$ cat src/include/psd_pkg.sv
// Shared constants, register map and carrier types of the presence gate decision block.
package psd_pkg;
  localparam int NUM_GATES = 8;
  localparam int EW = 7;
  localparam logic [6:0] ENERGY_MAX = 7'h64;
  localparam int GATE_LEN_MM = 750;
  localparam logic [3:0] LIMIT_MIN = 4'h1;
  localparam logic [3:0] LIMIT_MAX = 4'h8;
  localparam int CLK_PERIOD_NS = 8;
  localparam int SEC_NS = 1000000000;
  localparam int TICKS_PER_SEC = SEC_NS / CLK_PERIOD_NS;
  localparam int CLK_HZ = SEC_NS / CLK_PERIOD_NS;
  localparam int BAUD_RATE = 256000;
  localparam int BAUD_DIV = CLK_HZ / BAUD_RATE;
  localparam logic [7:0] REPORT_HDR = 8'hA5;
  localparam logic [4:0] REP_LAST_BASIC = 5'h01;
  localparam logic [4:0] REP_LAST_ENG = 5'h11;
  // Register byte offsets.
  localparam logic [7:0] ADDR_CTRL = 8'h00;
  localparam logic [7:0] ADDR_STATUS = 8'h04;
  localparam logic [7:0] ADDR_MASK = 8'h08;
  localparam logic [7:0] ADDR_RESULT = 8'h0C;
  localparam logic [7:0] ADDR_LIMITS = 8'h10;
  localparam logic [7:0] ADDR_HOLD = 8'h14;
  localparam logic [2:0] PAGE_THR = 3'h1;
  localparam logic [2:0] PAGE_ENERGY = 3'h2;
  // Field positions.
  localparam int CTRL_RUN = 0;
  localparam int CTRL_ENG = 1;
  localparam int CTRL_SAVE = 2;
  localparam int ST_CHANGE = 0;
  localparam int ST_REFUSED = 1;
  localparam int ST_SENT = 2;
  localparam int STATUS_W = 3;
  localparam int LIM_STA_LSB = 8;
  localparam int THR_STA_LSB = 8;
  // Reset values.
  localparam logic [3:0] RST_LIMIT = 4'h8;
  localparam logic [15:0] RST_HOLD = 16'h0005;
  localparam logic [NUM_GATES*EW-1:0] RST_MOT_THR =
    {7'h0F, 7'h0F, 7'h0F, 7'h0F, 7'h14, 7'h1E, 7'h28, 7'h32};
  localparam logic [NUM_GATES*EW-1:0] RST_STA_THR =
    {7'h14, 7'h14, 7'h1E, 7'h1E, 7'h28, 7'h28, 7'h00, 7'h00};

  typedef enum logic [1:0] {
    PSD_NONE = 2'b00,
    PSD_MOVING = 2'b01,
    PSD_STATIC = 2'b10
  } psd_state_t;

  typedef struct packed {
    logic [EW-1:0] motion;
    logic [EW-1:0] still;
  } psd_energy_t;

  typedef struct packed {
    logic [3:0] motLimit;
    logic [3:0] staLimit;
    logic [15:0] holdSecs;
    logic [NUM_GATES-1:0][EW-1:0] motThr;
    logic [NUM_GATES-1:0][EW-1:0] staThr;
  } psd_cfg_t;
endpackage

$ cat src/hw/psd_hold_timer.sv
// No-one hold timer that stretches presence by a number of seconds.
`timescale 1ns/1ps
`default_nettype none
module psd_hold_timer #(
  parameter int TICKS_PER_SEC = psd_pkg::TICKS_PER_SEC
) (
  input wire logic clock,
  input wire logic rst_n,
  input wire logic detect,
  input wire logic [15:0] holdSecs,
  output logic occupied
);
  logic occ_r, occ_nxt;
  logic [15:0] sec_r, sec_nxt;
  logic [31:0] pre_r, pre_nxt;

  always_comb begin
    occ_nxt = occ_r;
    sec_nxt = sec_r;
    pre_nxt = pre_r;
    if (detect) begin
      occ_nxt = 1'b1;
      sec_nxt = 16'h0000;
      pre_nxt = 32'h0000_0000;
    end else if (occ_r) begin
      if (sec_r >= holdSecs) begin
        occ_nxt = 1'b0;
      end else if (pre_r == 32'(TICKS_PER_SEC - 1)) begin
        pre_nxt = 32'h0000_0000;
        sec_nxt = sec_r + 16'h0001;
      end else begin
        pre_nxt = pre_r + 32'h0000_0001;
      end
    end
  end

  always_ff @(posedge clock or negedge rst_n) begin
    if (!rst_n) begin
      occ_r <= 1'b0;
      sec_r <= 16'h0000;
      pre_r <= 32'h0000_0000;
    end else begin
      occ_r <= occ_nxt;
      sec_r <= sec_nxt;
      pre_r <= pre_nxt;
    end
  end

  assign occupied = occ_r;

  property p_hold_clear_only_idle;
    @(posedge clock) disable iff (!rst_n) $fell(occ_r) |-> !$past(detect) && $past(sec_r) >= $past(holdSecs);
  endproperty
  a_hold_clear_only_idle: assert property (p_hold_clear_only_idle) else $error("Presence dropped early.");

  property p_detect_sets;
    @(posedge clock) disable iff (!rst_n) detect |=> occ_r && sec_r == 16'h0000;
  endproperty
  a_detect_sets: assert property (p_detect_sets) else $error("Detection did not restart hold.");
endmodule
`default_nettype wire

$ cat src/hw/psd_uart_tx.sv
// Serial transmitter, 8 data bits, no parity, one stop bit.
`timescale 1ns/1ps
`default_nettype none
module psd_uart_tx #(
  parameter int BAUD_DIV = psd_pkg::BAUD_DIV
) (
  input wire logic clock,
  input wire logic rst_n,
  input wire logic txValid,
  input wire logic [7:0] txData,
  output logic txReady,
  output logic txd
);
  typedef enum logic {PSD_TX_IDLE = 1'b0, PSD_TX_SEND = 1'b1} psd_tx_t;
  psd_tx_t st_r, st_nxt;
  logic [9:0] sh_r, sh_nxt;
  logic [3:0] bit_r, bit_nxt;
  logic [15:0] div_r, div_nxt;

  // bit timing at the link rate
  always_comb begin
    st_nxt = st_r;
    sh_nxt = sh_r;
    bit_nxt = bit_r;
    div_nxt = div_r;
    case (st_r)
      PSD_TX_IDLE: begin
        if (txValid) begin
          st_nxt = PSD_TX_SEND;
          sh_nxt = {1'b1, txData, 1'b0};
          bit_nxt = 4'h0;
          div_nxt = 16'h0000;
        end
      end
      PSD_TX_SEND: begin
        if (div_r == 16'(BAUD_DIV - 1)) begin
          div_nxt = 16'h0000;
          sh_nxt = {1'b1, sh_r[9:1]};
          bit_nxt = bit_r + 4'h1;
          if (bit_r == 4'h9) begin
            st_nxt = PSD_TX_IDLE;
          end
        end else begin
          div_nxt = div_r + 16'h0001;
        end
      end
      default: st_nxt = PSD_TX_IDLE;
    endcase
  end

  always_ff @(posedge clock or negedge rst_n) begin
    if (!rst_n) begin
      st_r <= PSD_TX_IDLE;
      sh_r <= 10'h3FF;
      bit_r <= 4'h0;
      div_r <= 16'h0000;
    end else begin
      st_r <= st_nxt;
      sh_r <= sh_nxt;
      bit_r <= bit_nxt;
      div_r <= div_nxt;
    end
  end

  assign txReady = (st_r == PSD_TX_IDLE);
  // The shifter refills with ones, so its low bit is the idle level between bytes.
  assign txd = sh_r[0];

  property p_start_bit;
    @(posedge clock) disable iff (!rst_n) txValid && txReady |=> !txd [*8];
  endproperty
  a_start_bit: assert property (p_start_bit) else $error("Start bit not held low.");
endmodule
`default_nettype wire

$ cat src/hw/psd_gate_decision.sv
// Presence decision over range gates with AHB-Lite registers and serial reporting.
//
// How it works
// - Gates are fixed 0.75 m slices from zero.
// - Separate motion and static farthest gates, 1..8.
// - Present only when energy exceeds gate threshold.
// - Per-gate thresholds 0..100; 100 disables gate.
// - Hold presence for set seconds, restart on detection.
// - Hold time accepts 0 to 65535 seconds.
// - Settings saved to and restored from nonvolatile store.
// - Serial link runs at 256000 baud.
// - Settings access refused while reporting runs.
// - Engineering mode reports every gate's energies.
// - State is moving, stationary or nobody.
//
// Local design decisions: the address map and the AHB-Lite slave port.
`timescale 1ns/1ps
`default_nettype none
module psd_gate_decision #(
  parameter int TICKS_PER_SEC = psd_pkg::TICKS_PER_SEC
) (
  input wire logic clock,
  input wire logic rst_n,
  input wire logic hsel,
  input wire logic [31:0] haddr,
  input wire logic [1:0] htrans,
  input wire logic hwrite,
  input wire logic [2:0] hsize,
  input wire logic [31:0] hwdata,
  input wire logic hready,
  output logic hreadyout,
  output logic hresp,
  output logic [31:0] hrdata,
  input wire logic frameValid,
  input wire psd_pkg::psd_energy_t [psd_pkg::NUM_GATES-1:0] gateEnergy,
  input wire logic nvmCfgValid,
  input wire psd_pkg::psd_cfg_t nvmCfgIn,
  output logic nvmSaveStb,
  output psd_pkg::psd_cfg_t nvmCfgOut,
  output logic txd,
  output psd_pkg::psd_state_t targetState,
  output logic irq
);
  localparam int NG = psd_pkg::NUM_GATES;
  localparam int STATUS_W_L = psd_pkg::STATUS_W;

  // ************************************************************
  // Register bus
  // ************************************************************
  logic dpValid_r, dpValid_nxt;
  logic dpWrite_r, dpWrite_nxt;
  logic [7:0] dpAddr_r, dpAddr_nxt;
  logic run_r, run_nxt;
  logic eng_r, eng_nxt;
  logic save_r, save_nxt;
  logic [STATUS_W_L-1:0] status_r, status_nxt;
  logic [STATUS_W_L-1:0] mask_r, mask_nxt;
  psd_pkg::psd_cfg_t cfg_r, cfg_nxt;
  logic refused;
  logic [STATUS_W_L-1:0] events;
  logic [2:0] wGate;
  logic [6:0] wMot, wSta;

  function automatic logic isCfgAddr(input logic [7:0] a);
    isCfgAddr = (a == psd_pkg::ADDR_LIMITS) || (a == psd_pkg::ADDR_HOLD) ||
      (a[7:5] == psd_pkg::PAGE_THR);
  endfunction

  function automatic logic [6:0] clampEnergy(input logic [6:0] v);
    clampEnergy = (v > psd_pkg::ENERGY_MAX) ? psd_pkg::ENERGY_MAX : v;
  endfunction

  assign dpValid_nxt = hsel && hready && htrans[1];
  assign dpWrite_nxt = hwrite;
  assign dpAddr_nxt = dpValid_nxt ? haddr[7:0] : dpAddr_r;
  assign hreadyout = 1'b1;
  assign hresp = 1'b0;
  assign wGate = dpAddr_r[4:2];
  assign wMot = clampEnergy(hwdata[6:0]);
  assign wSta = clampEnergy(hwdata[psd_pkg::THR_STA_LSB +: 7]);

  assign refused = dpValid_r && isCfgAddr(dpAddr_r) && run_r;

  always_comb begin
    run_nxt = run_r;
    eng_nxt = eng_r;
    save_nxt = 1'b0;
    mask_nxt = mask_r;
    cfg_nxt = cfg_r;
    status_nxt = status_r;
    if (nvmCfgValid && !run_r) begin
      cfg_nxt = nvmCfgIn;
    end
    if (dpValid_r && dpWrite_r) begin
      case (dpAddr_r)
        psd_pkg::ADDR_CTRL: begin
          run_nxt = hwdata[psd_pkg::CTRL_RUN];
          eng_nxt = hwdata[psd_pkg::CTRL_ENG];
          save_nxt = hwdata[psd_pkg::CTRL_SAVE] && !run_r;
        end
        psd_pkg::ADDR_STATUS: status_nxt = status_r & ~hwdata[STATUS_W_L-1:0];
        psd_pkg::ADDR_MASK: mask_nxt = hwdata[STATUS_W_L-1:0];
        psd_pkg::ADDR_LIMITS: begin
          if (!run_r && hwdata[3:0] >= psd_pkg::LIMIT_MIN && hwdata[3:0] <= psd_pkg::LIMIT_MAX) begin
            cfg_nxt.motLimit = hwdata[3:0];
          end
          if (!run_r && hwdata[psd_pkg::LIM_STA_LSB +: 4] >= psd_pkg::LIMIT_MIN &&
              hwdata[psd_pkg::LIM_STA_LSB +: 4] <= psd_pkg::LIMIT_MAX) begin
            cfg_nxt.staLimit = hwdata[psd_pkg::LIM_STA_LSB +: 4];
          end
        end
        psd_pkg::ADDR_HOLD: begin
          if (!run_r) begin
            cfg_nxt.holdSecs = hwdata[15:0];
          end
        end
        default: begin
          if (!run_r && dpAddr_r[7:5] == psd_pkg::PAGE_THR) begin
            cfg_nxt.motThr[wGate] = wMot;
            cfg_nxt.staThr[wGate] = wSta;
          end
        end
      endcase
    end
    // Events set after the clear so a same-cycle event is kept.
    status_nxt = status_nxt | events;
  end

  always_ff @(posedge clock or negedge rst_n) begin
    if (!rst_n) begin
      dpValid_r <= 1'b0;
      dpWrite_r <= 1'b0;
      dpAddr_r <= 8'h00;
      run_r <= 1'b0;
      eng_r <= 1'b0;
      save_r <= 1'b0;
      status_r <= '0;
      mask_r <= '0;
      cfg_r <= '{motLimit: psd_pkg::RST_LIMIT, staLimit: psd_pkg::RST_LIMIT,
                 holdSecs: psd_pkg::RST_HOLD, motThr: psd_pkg::RST_MOT_THR,
                 staThr: psd_pkg::RST_STA_THR};
    end else begin
      dpValid_r <= dpValid_nxt;
      dpWrite_r <= dpWrite_nxt;
      dpAddr_r <= dpAddr_nxt;
      run_r <= run_nxt;
      eng_r <= eng_nxt;
      save_r <= save_nxt;
      status_r <= status_nxt;
      mask_r <= mask_nxt;
      cfg_r <= cfg_nxt;
    end
  end

  assign nvmSaveStb = save_r;
  assign nvmCfgOut = cfg_r;
  assign irq = |(status_r & mask_r);

  // ************************************************************
  // Gate decision
  // ************************************************************
  psd_pkg::psd_energy_t [NG-1:0] energy_r, energy_nxt;
  logic [NG-1:0] motAbove, staAbove;
  logic motHit_r, motHit_nxt;
  logic staHit_r, staHit_nxt;
  psd_pkg::psd_state_t pres_r, pres_nxt;
  psd_pkg::psd_state_t state_r, state_nxt;
  logic occupied;

  // gate g spans g*0.75 m onward
  for (genvar g = 0; g < NG; g++) begin : g_gate
    assign motAbove[g] = (4'(g) < cfg_r.motLimit) && (gateEnergy[g].motion > cfg_r.motThr[g]);
    assign staAbove[g] = (4'(g) < cfg_r.staLimit) && (gateEnergy[g].still > cfg_r.staThr[g]);
  end

  assign energy_nxt = frameValid ? gateEnergy : energy_r;
  assign motHit_nxt = frameValid ? |motAbove : motHit_r;
  assign staHit_nxt = frameValid ? |staAbove : staHit_r;

  psd_hold_timer #(
    .TICKS_PER_SEC(TICKS_PER_SEC)
  ) u_hold (
    .clock(clock),
    .rst_n(rst_n),
    .detect(motHit_r || staHit_r),
    .holdSecs(cfg_r.holdSecs),
    .occupied(occupied)
  );

  always_comb begin
    pres_nxt = pres_r;
    if (motHit_r) begin
      pres_nxt = psd_pkg::PSD_MOVING;
    end else if (staHit_r) begin
      pres_nxt = psd_pkg::PSD_STATIC;
    end
    state_nxt = occupied ? pres_nxt : psd_pkg::PSD_NONE;
  end

  always_ff @(posedge clock or negedge rst_n) begin
    if (!rst_n) begin
      energy_r <= '0;
      motHit_r <= 1'b0;
      staHit_r <= 1'b0;
      pres_r <= psd_pkg::PSD_NONE;
      state_r <= psd_pkg::PSD_NONE;
    end else begin
      energy_r <= energy_nxt;
      motHit_r <= motHit_nxt;
      staHit_r <= staHit_nxt;
      pres_r <= pres_nxt;
      state_r <= state_nxt;
    end
  end

  assign targetState = state_r;

  // ************************************************************
  // Serial reporting
  // ************************************************************
  logic repBusy_r, repBusy_nxt;
  logic [4:0] repIdx_r, repIdx_nxt;
  logic repEng_r, repEng_nxt;
  logic txReady;
  logic [7:0] txByte;
  logic repSent;

  function automatic logic [7:0] reportByte(input logic [4:0] idx,
      input psd_pkg::psd_state_t st, input psd_pkg::psd_energy_t [NG-1:0] e);
    logic [3:0] g;
    g = idx[4:1] - 4'h1;
    if (idx == 5'h00) begin
      reportByte = psd_pkg::REPORT_HDR;
    end else if (idx == 5'h01) begin
      reportByte = {6'h00, st};
    end else if (!idx[0]) begin
      reportByte = {1'b0, e[g[2:0]].motion};
    end else begin
      reportByte = {1'b0, e[g[2:0]].still};
    end
  endfunction

  assign txByte = reportByte(repIdx_r, state_r, energy_r);

  always_comb begin
    repBusy_nxt = repBusy_r;
    repIdx_nxt = repIdx_r;
    repEng_nxt = repEng_r;
    repSent = 1'b0;
    if (!repBusy_r) begin
      if (frameValid && run_r) begin
        repBusy_nxt = 1'b1;
        repIdx_nxt = 5'h00;
        repEng_nxt = eng_r;
      end
    end else if (txReady) begin
      repIdx_nxt = repIdx_r + 5'h01;
      if (repIdx_r == (repEng_r ? psd_pkg::REP_LAST_ENG : psd_pkg::REP_LAST_BASIC)) begin
        repBusy_nxt = 1'b0;
        repSent = 1'b1;
      end
    end
  end

  always_ff @(posedge clock or negedge rst_n) begin
    if (!rst_n) begin
      repBusy_r <= 1'b0;
      repIdx_r <= 5'h00;
      repEng_r <= 1'b0;
    end else begin
      repBusy_r <= repBusy_nxt;
      repIdx_r <= repIdx_nxt;
      repEng_r <= repEng_nxt;
    end
  end

  psd_uart_tx #(
    .BAUD_DIV(psd_pkg::BAUD_DIV)
  ) u_tx (
    .clock(clock),
    .rst_n(rst_n),
    .txValid(repBusy_r),
    .txData(txByte),
    .txReady(txReady),
    .txd(txd)
  );

  assign events[psd_pkg::ST_CHANGE] = (state_nxt != state_r);
  assign events[psd_pkg::ST_REFUSED] = refused;
  assign events[psd_pkg::ST_SENT] = repSent;

  // ************************************************************
  // Read data
  // ************************************************************
  always_comb begin
    hrdata = 32'h0000_0000;
    if (dpValid_r && !dpWrite_r) begin
      case (dpAddr_r)
        psd_pkg::ADDR_CTRL: hrdata = {30'h0000_0000, eng_r, run_r};
        psd_pkg::ADDR_STATUS: hrdata = {29'h0000_0000, status_r};
        psd_pkg::ADDR_MASK: hrdata = {29'h0000_0000, mask_r};
        psd_pkg::ADDR_RESULT: hrdata = {20'h00000, 3'h0, staHit_r, 3'h0, motHit_r, 1'b0, occupied, state_r};
        psd_pkg::ADDR_LIMITS: hrdata = run_r ? 32'h0000_0000 :
          {20'h00000, cfg_r.staLimit, 4'h0, cfg_r.motLimit};
        psd_pkg::ADDR_HOLD: hrdata = run_r ? 32'h0000_0000 : {16'h0000, cfg_r.holdSecs};
        default: begin
          if (dpAddr_r[7:5] == psd_pkg::PAGE_THR && !run_r) begin
            hrdata = {17'h00000, cfg_r.staThr[dpAddr_r[4:2]], 1'b0, cfg_r.motThr[dpAddr_r[4:2]]};
          end else if (dpAddr_r[7:5] == psd_pkg::PAGE_ENERGY) begin
            hrdata = {17'h00000, energy_r[dpAddr_r[4:2]].still, 1'b0, energy_r[dpAddr_r[4:2]].motion};
          end
        end
      endcase
    end
  end

  // ************************************************************
  // Checks
  // ************************************************************
  property p_limit_excludes;
    @(posedge clock) disable iff (!rst_n)
      frameValid && cfg_r.motLimit == 4'h1 && gateEnergy[0].motion <= cfg_r.motThr[0] |=> !motHit_r;
  endproperty
  a_limit_excludes: assert property (p_limit_excludes) else $error("Gate beyond limit counted.");

  property p_gate_hit;
    @(posedge clock) disable iff (!rst_n)
      frameValid && cfg_r.motLimit != 4'h0 && gateEnergy[0].motion > cfg_r.motThr[0] |=> motHit_r;
  endproperty
  a_gate_hit: assert property (p_gate_hit) else $error("Qualifying energy missed.");

  property p_thr_full_blocks;
    @(posedge clock) disable iff (!rst_n)
      frameValid && cfg_r.staLimit == 4'h1 && cfg_r.staThr[0] == psd_pkg::ENERGY_MAX
      && gateEnergy[0].still <= psd_pkg::ENERGY_MAX |=> !staHit_r;
  endproperty
  a_thr_full_blocks: assert property (p_thr_full_blocks) else $error("Disabled gate detected.");

  property p_motion_wins;
    @(posedge clock) disable iff (!rst_n) motHit_r && occupied |=> state_r == psd_pkg::PSD_MOVING;
  endproperty
  a_motion_wins: assert property (p_motion_wins) else $error("Motion not reported.");

  property p_state_legal;
    @(posedge clock) disable iff (!rst_n) state_r != 2'b11 && (state_r == psd_pkg::PSD_NONE) == !$past(occupied);
  endproperty
  a_state_legal: assert property (p_state_legal) else $error("Illegal target state.");

  property p_locked_cfg;
    @(posedge clock) disable iff (!rst_n) refused && !nvmCfgValid |=> $stable(cfg_r) && status_r[psd_pkg::ST_REFUSED];
  endproperty
  a_locked_cfg: assert property (p_locked_cfg) else $error("Settings changed while running.");

  property p_save_strobe;
    @(posedge clock) disable iff (!rst_n)
      dpValid_r && dpWrite_r && dpAddr_r == psd_pkg::ADDR_CTRL && hwdata[psd_pkg::CTRL_SAVE] && !run_r
      |=> nvmSaveStb ##1 !nvmSaveStb;
  endproperty
  a_save_strobe: assert property (p_save_strobe) else $error("Save strobe missing.");

  property p_energy_latched;
    @(posedge clock) disable iff (!rst_n) frameValid |=> energy_r == $past(gateEnergy);
  endproperty
  a_energy_latched: assert property (p_energy_latched) else $error("Energies not captured.");
endmodule
`default_nettype wire

$ cat config.mk
export PLATFORM = sky130hd
export DESIGN_NAME = psd_gate_decision
export DESIGN_NICKNAME = d
export VERILOG_FILES = /design/src/include/psd_pkg.sv /design/src/hw/psd_hold_timer.sv /design/src/hw/psd_uart_tx.sv /design/src/hw/psd_gate_decision.sv
export SDC_FILE = /design/constraint.sdc
export NUM_CORES = 1
export LEC_CHECK = 0
export BUFFER_PORTS_ARGS = -buffer_cell sky130_fd_sc_hd__buf_2
export CORE_ASPECT_RATIO = 1.75
export CORE_MARGIN = 2
export CORE_UTILIZATION = 56
export CTS_CLUSTER_SIZE = 20
export DETAILED_ROUTE_END_ITERATION = 16
export GPL_TIMING_DRIVEN = 0
export PLACE_DENSITY = 0.92
export SLEW_MARGIN = 20
export SYNTH_ARGS = -nofsm -noshare
export SYNTH_HDL_FRONTEND = slang
export SYNTH_SLANG_ARGS = --single-unit
$ cat constraint.sdc
create_clock -name clock -period 4.7 [get_ports clock]
set_clock_uncertainty 0.2 [all_clocks]
set_input_delay 0 -clock clock [delete_from_list [all_inputs] [get_ports clock]]
set_output_delay 0 -clock clock [all_outputs]
set_load 0.005 [all_outputs]
==> impl_metrics.json <==
{
  "rsz0062_at_grt": "false",
  "multi_input_area_um2": 12300,
  "ff2ff_path_depth": 10,
  "cts_tree": "yes",
  "finalSetupTns_ns": 0,
  "finalCriticalPeriod_ns": 4.68,
  "syn_avg_cell_area_um2": 10.4,
  "max_freq_mhz": 214,
  "path_class": "reg2out",
  "worstSetupEndpoint": "hrdata[5]",
  "final_max_slew_viol_count": 0,
  "critPathTopFamily": "buffers and inverters",
  "path_cells": "buf_2 -> buf_1 -> clkbuf_1 -> mux4_2 -> mux2i_1 -> o22ai_1 -> a21oi_1 -> nor2_1 -> buf_2",
  "h-tree-depth": 2,
  "start_kind": "flop",
  "endpoint_kind": "output pin",
  "path_clk_slew_ns": 0.07,
  "final_common_cell": "buf_2",
  "root_buffer": "clkbuf_16",
  "total_leakage_power_nw": 13.7,
  "vdd_drop_max_uv": 265,
  "post-cts-setup-buffers": 0,
  "numPortBuffers": 431,
  "grt_use_total": 0.497,
  "areaGrowthSynthToFinish_pct": 32.7,
  "antenna_found_initial": 8,
  "wire_per_inst_um": 30.2,
  "critPathMaxStageDelay_ns": 0.86,
  "layout_common_cells": "451 x buf_2, 317 x dlygate4sd3_1, 303 x dfrtp_1",
  "post_drt_via_cell_ratio": 6.82,
  "hp-class": "in2reg",
  "via_count": 23900,
  "grt_pass1_vias": 24600,
  "drtIter0Drc": 3139,
  "cp_num_cells": 9,
  "fin_nets": 3429,
  "path_max_fanout": 10,
  "design.portCount": 499,
  "yosys_warnings": 0,
  "die_w_um": 155,
  "rows": 97,
  "layout.cells.non_filler": 3500,
  "arrival_ns": 4.48,
  "hold_violations": 0,
  "tightest_slew_ns": 1.19,
  "coreArea_um2": 39800,
  "required_ns": 4.50,
  "maxCapViolations": 0,
  "path_buf_inv": 4,
  "synth-edff-count": 0,
  "dp_cells": 3106,
  "ctsLongestPathBuffers": 3,
  "syn_area_um2": 22400,
  "status": "finished, final reports clean",
  "cp_common_cell": "buf_2",
  "startpoint": "dpAddr_r[2]",
  "r2r_end": "u_tx.sh_r[5]",
  "clk_latency_ns": 0.57,
  "slew_headroom": 0.205,
  "fin_hold_ws_ns": 0.0512,
  "setup_violations": 0,
  "wl_mm": 106,
  "powerDensity_nw_per_um2": 371,
  "grt_pass1_wl_mm": 151,
  "grt-ovfl-total": 0,
  "ys_seq_elements": 359,
  "power_mw": 11.1,
  "ys_seq_area_frac": 0.403,
  "dr.pass1.iters": 7,
  "reg2reg_from": "repIdx_r[1]",
  "crit_slowest_cell": "buf_1",
  "hpwlAfterDp_mm": 74.1,
  "initial_core_util": 0.564,
  "ant_nets": 0,
  "numCtsBuffers": 36,
  "netlist_instances": 2161,
  "async_reset_ff_frac": 1.00,
  "grt_max_degree": 103,
  "globalplace.congestion": 1.04,
  "clock_sinks": 359,
  "synth.distinct_cells": 68,
  "dieArea_um2": 41700,
  "fin_util": 0.748,
  "drive_gt1_frac": 0.273,
  "finalCritPeriodShare": 0.996,
  "die_height_um": 269,
  "n_fill_cell": 2605,
  "drc": 0,
  "dominantRegCellSynth": "dfrtp_1",
  "final-seq-area_um2": 9050,
  "ff2ff_setup_slack_ns": 0.05
}
==> stage by stage <==
step	cell area, µm²	setup slack [ns]
floorplan	22500	1.34
global placement	25300	-3.33
detailed placement	25400	-0.0412
CTS	29700	0.149
global route	29800	0.0145
finish	29800	0.0186
==> layout make-up <==
cell class	count	area share
inverter	148	0.0187
sequential	359	0.304
timing repair buffer	752	0.183
multi-input combinational	1528	0.412
buffer	142	0.0212
clock buffer	54	0.0346
tap	495	0.0208
clock inverter	10	0.00433
antenna	12	0.00101
==> metal layers <==
metal  part of all wire  wire [µm]  global-route usage
met5            0.00010         11             0.00238
met4               0.14      14700               0.527
met3               0.12      12400               0.150
met2               0.45      47300               0.782
met1               0.30      31200               0.505
==> report_power, final <==
group / internal [mW] / switching [mW]
clock network: 1.68 / 1.32
logic: 1.83 / 2.17
registers: 3.53 / 0.530
==> repair_timing <==
item | CTS | global route
endpoints found under the setup margin | 2 | 0
gates resized for setup | 1 | 0
hold buffers | 317 | 1
endpoints found under the hold margin | 505 | 2
==> tightest hold or removal path, cell delays in order <==
cell and delay, ns:
dlygate4sd3_1 0.52, buf_2 0.12, mux2_2 0.14
==> worst min path at each step <==
stage               cells after the start              to  startpoint
floorplan                               0     dpAddr_r[0]       rst_n
global placement                        1       dpWrite_r      hwrite
detailed placement                      1  u_tx.div_r[14]       rst_n
CTS                                     3  nvmCfgOut[103]   hwdata[5]
global route                            3     dpAddr_r[0]    haddr[0]
finish                                  3     dpAddr_r[0]    haddr[0]
==> sequential cells by signal, summed over array words and instances (netlist names), 2 cells and up <==
signal,flops
pres_r,2
repIdx_r,5
energy_r,112
u_hold.pre_r,32
u_tx.div_r,16
nvmCfgOut,136
u_tx.bit_r,4
u_hold.sec_r,16
dpAddr_r,8
u_tx.sh_r,9
mask_r,3
status_r,3
targetState,2
==> logic make-up (layout without fill, tap and decap cells) <==
family / Yosys count / in the layout / share of synthesized area
adder cells (fa/ha/maj): 138 / 138 / 0.0769
AND/OR/NAND/NOR: 537 / 537 / 0.113
buffers and inverters: 290 / 1106 / 0.0526
flip-flops: 359 / 359 / 0.403
AO/OA/AOI/OAI: 412 / 412 / 0.108
multiplexers: 381 / 381 / 0.229
XOR/XNOR: 42 / 42 / 0.0164
other: 2 / 30 / 0.000335
==> cell usage after synthesis, types with 32 or more instances <==
cell	n	share of area
o21ai_0	135	0.030
clkbuf_1	96	0.016
ha_1	138	0.077
mux2i_1	161	0.072
mux4_2	93	0.093
dfrtp_1	303	0.34
inv_1	147	0.025
nor2_1	183	0.031
mux2_2	127	0.064
dfstp_2	56	0.066
nand2_1	139	0.023
nand3_1	51	0.011
a21oi_1	150	0.033
nand4_1	32	0.0089
Note: power is estimated with default switching activity, not from simulation.
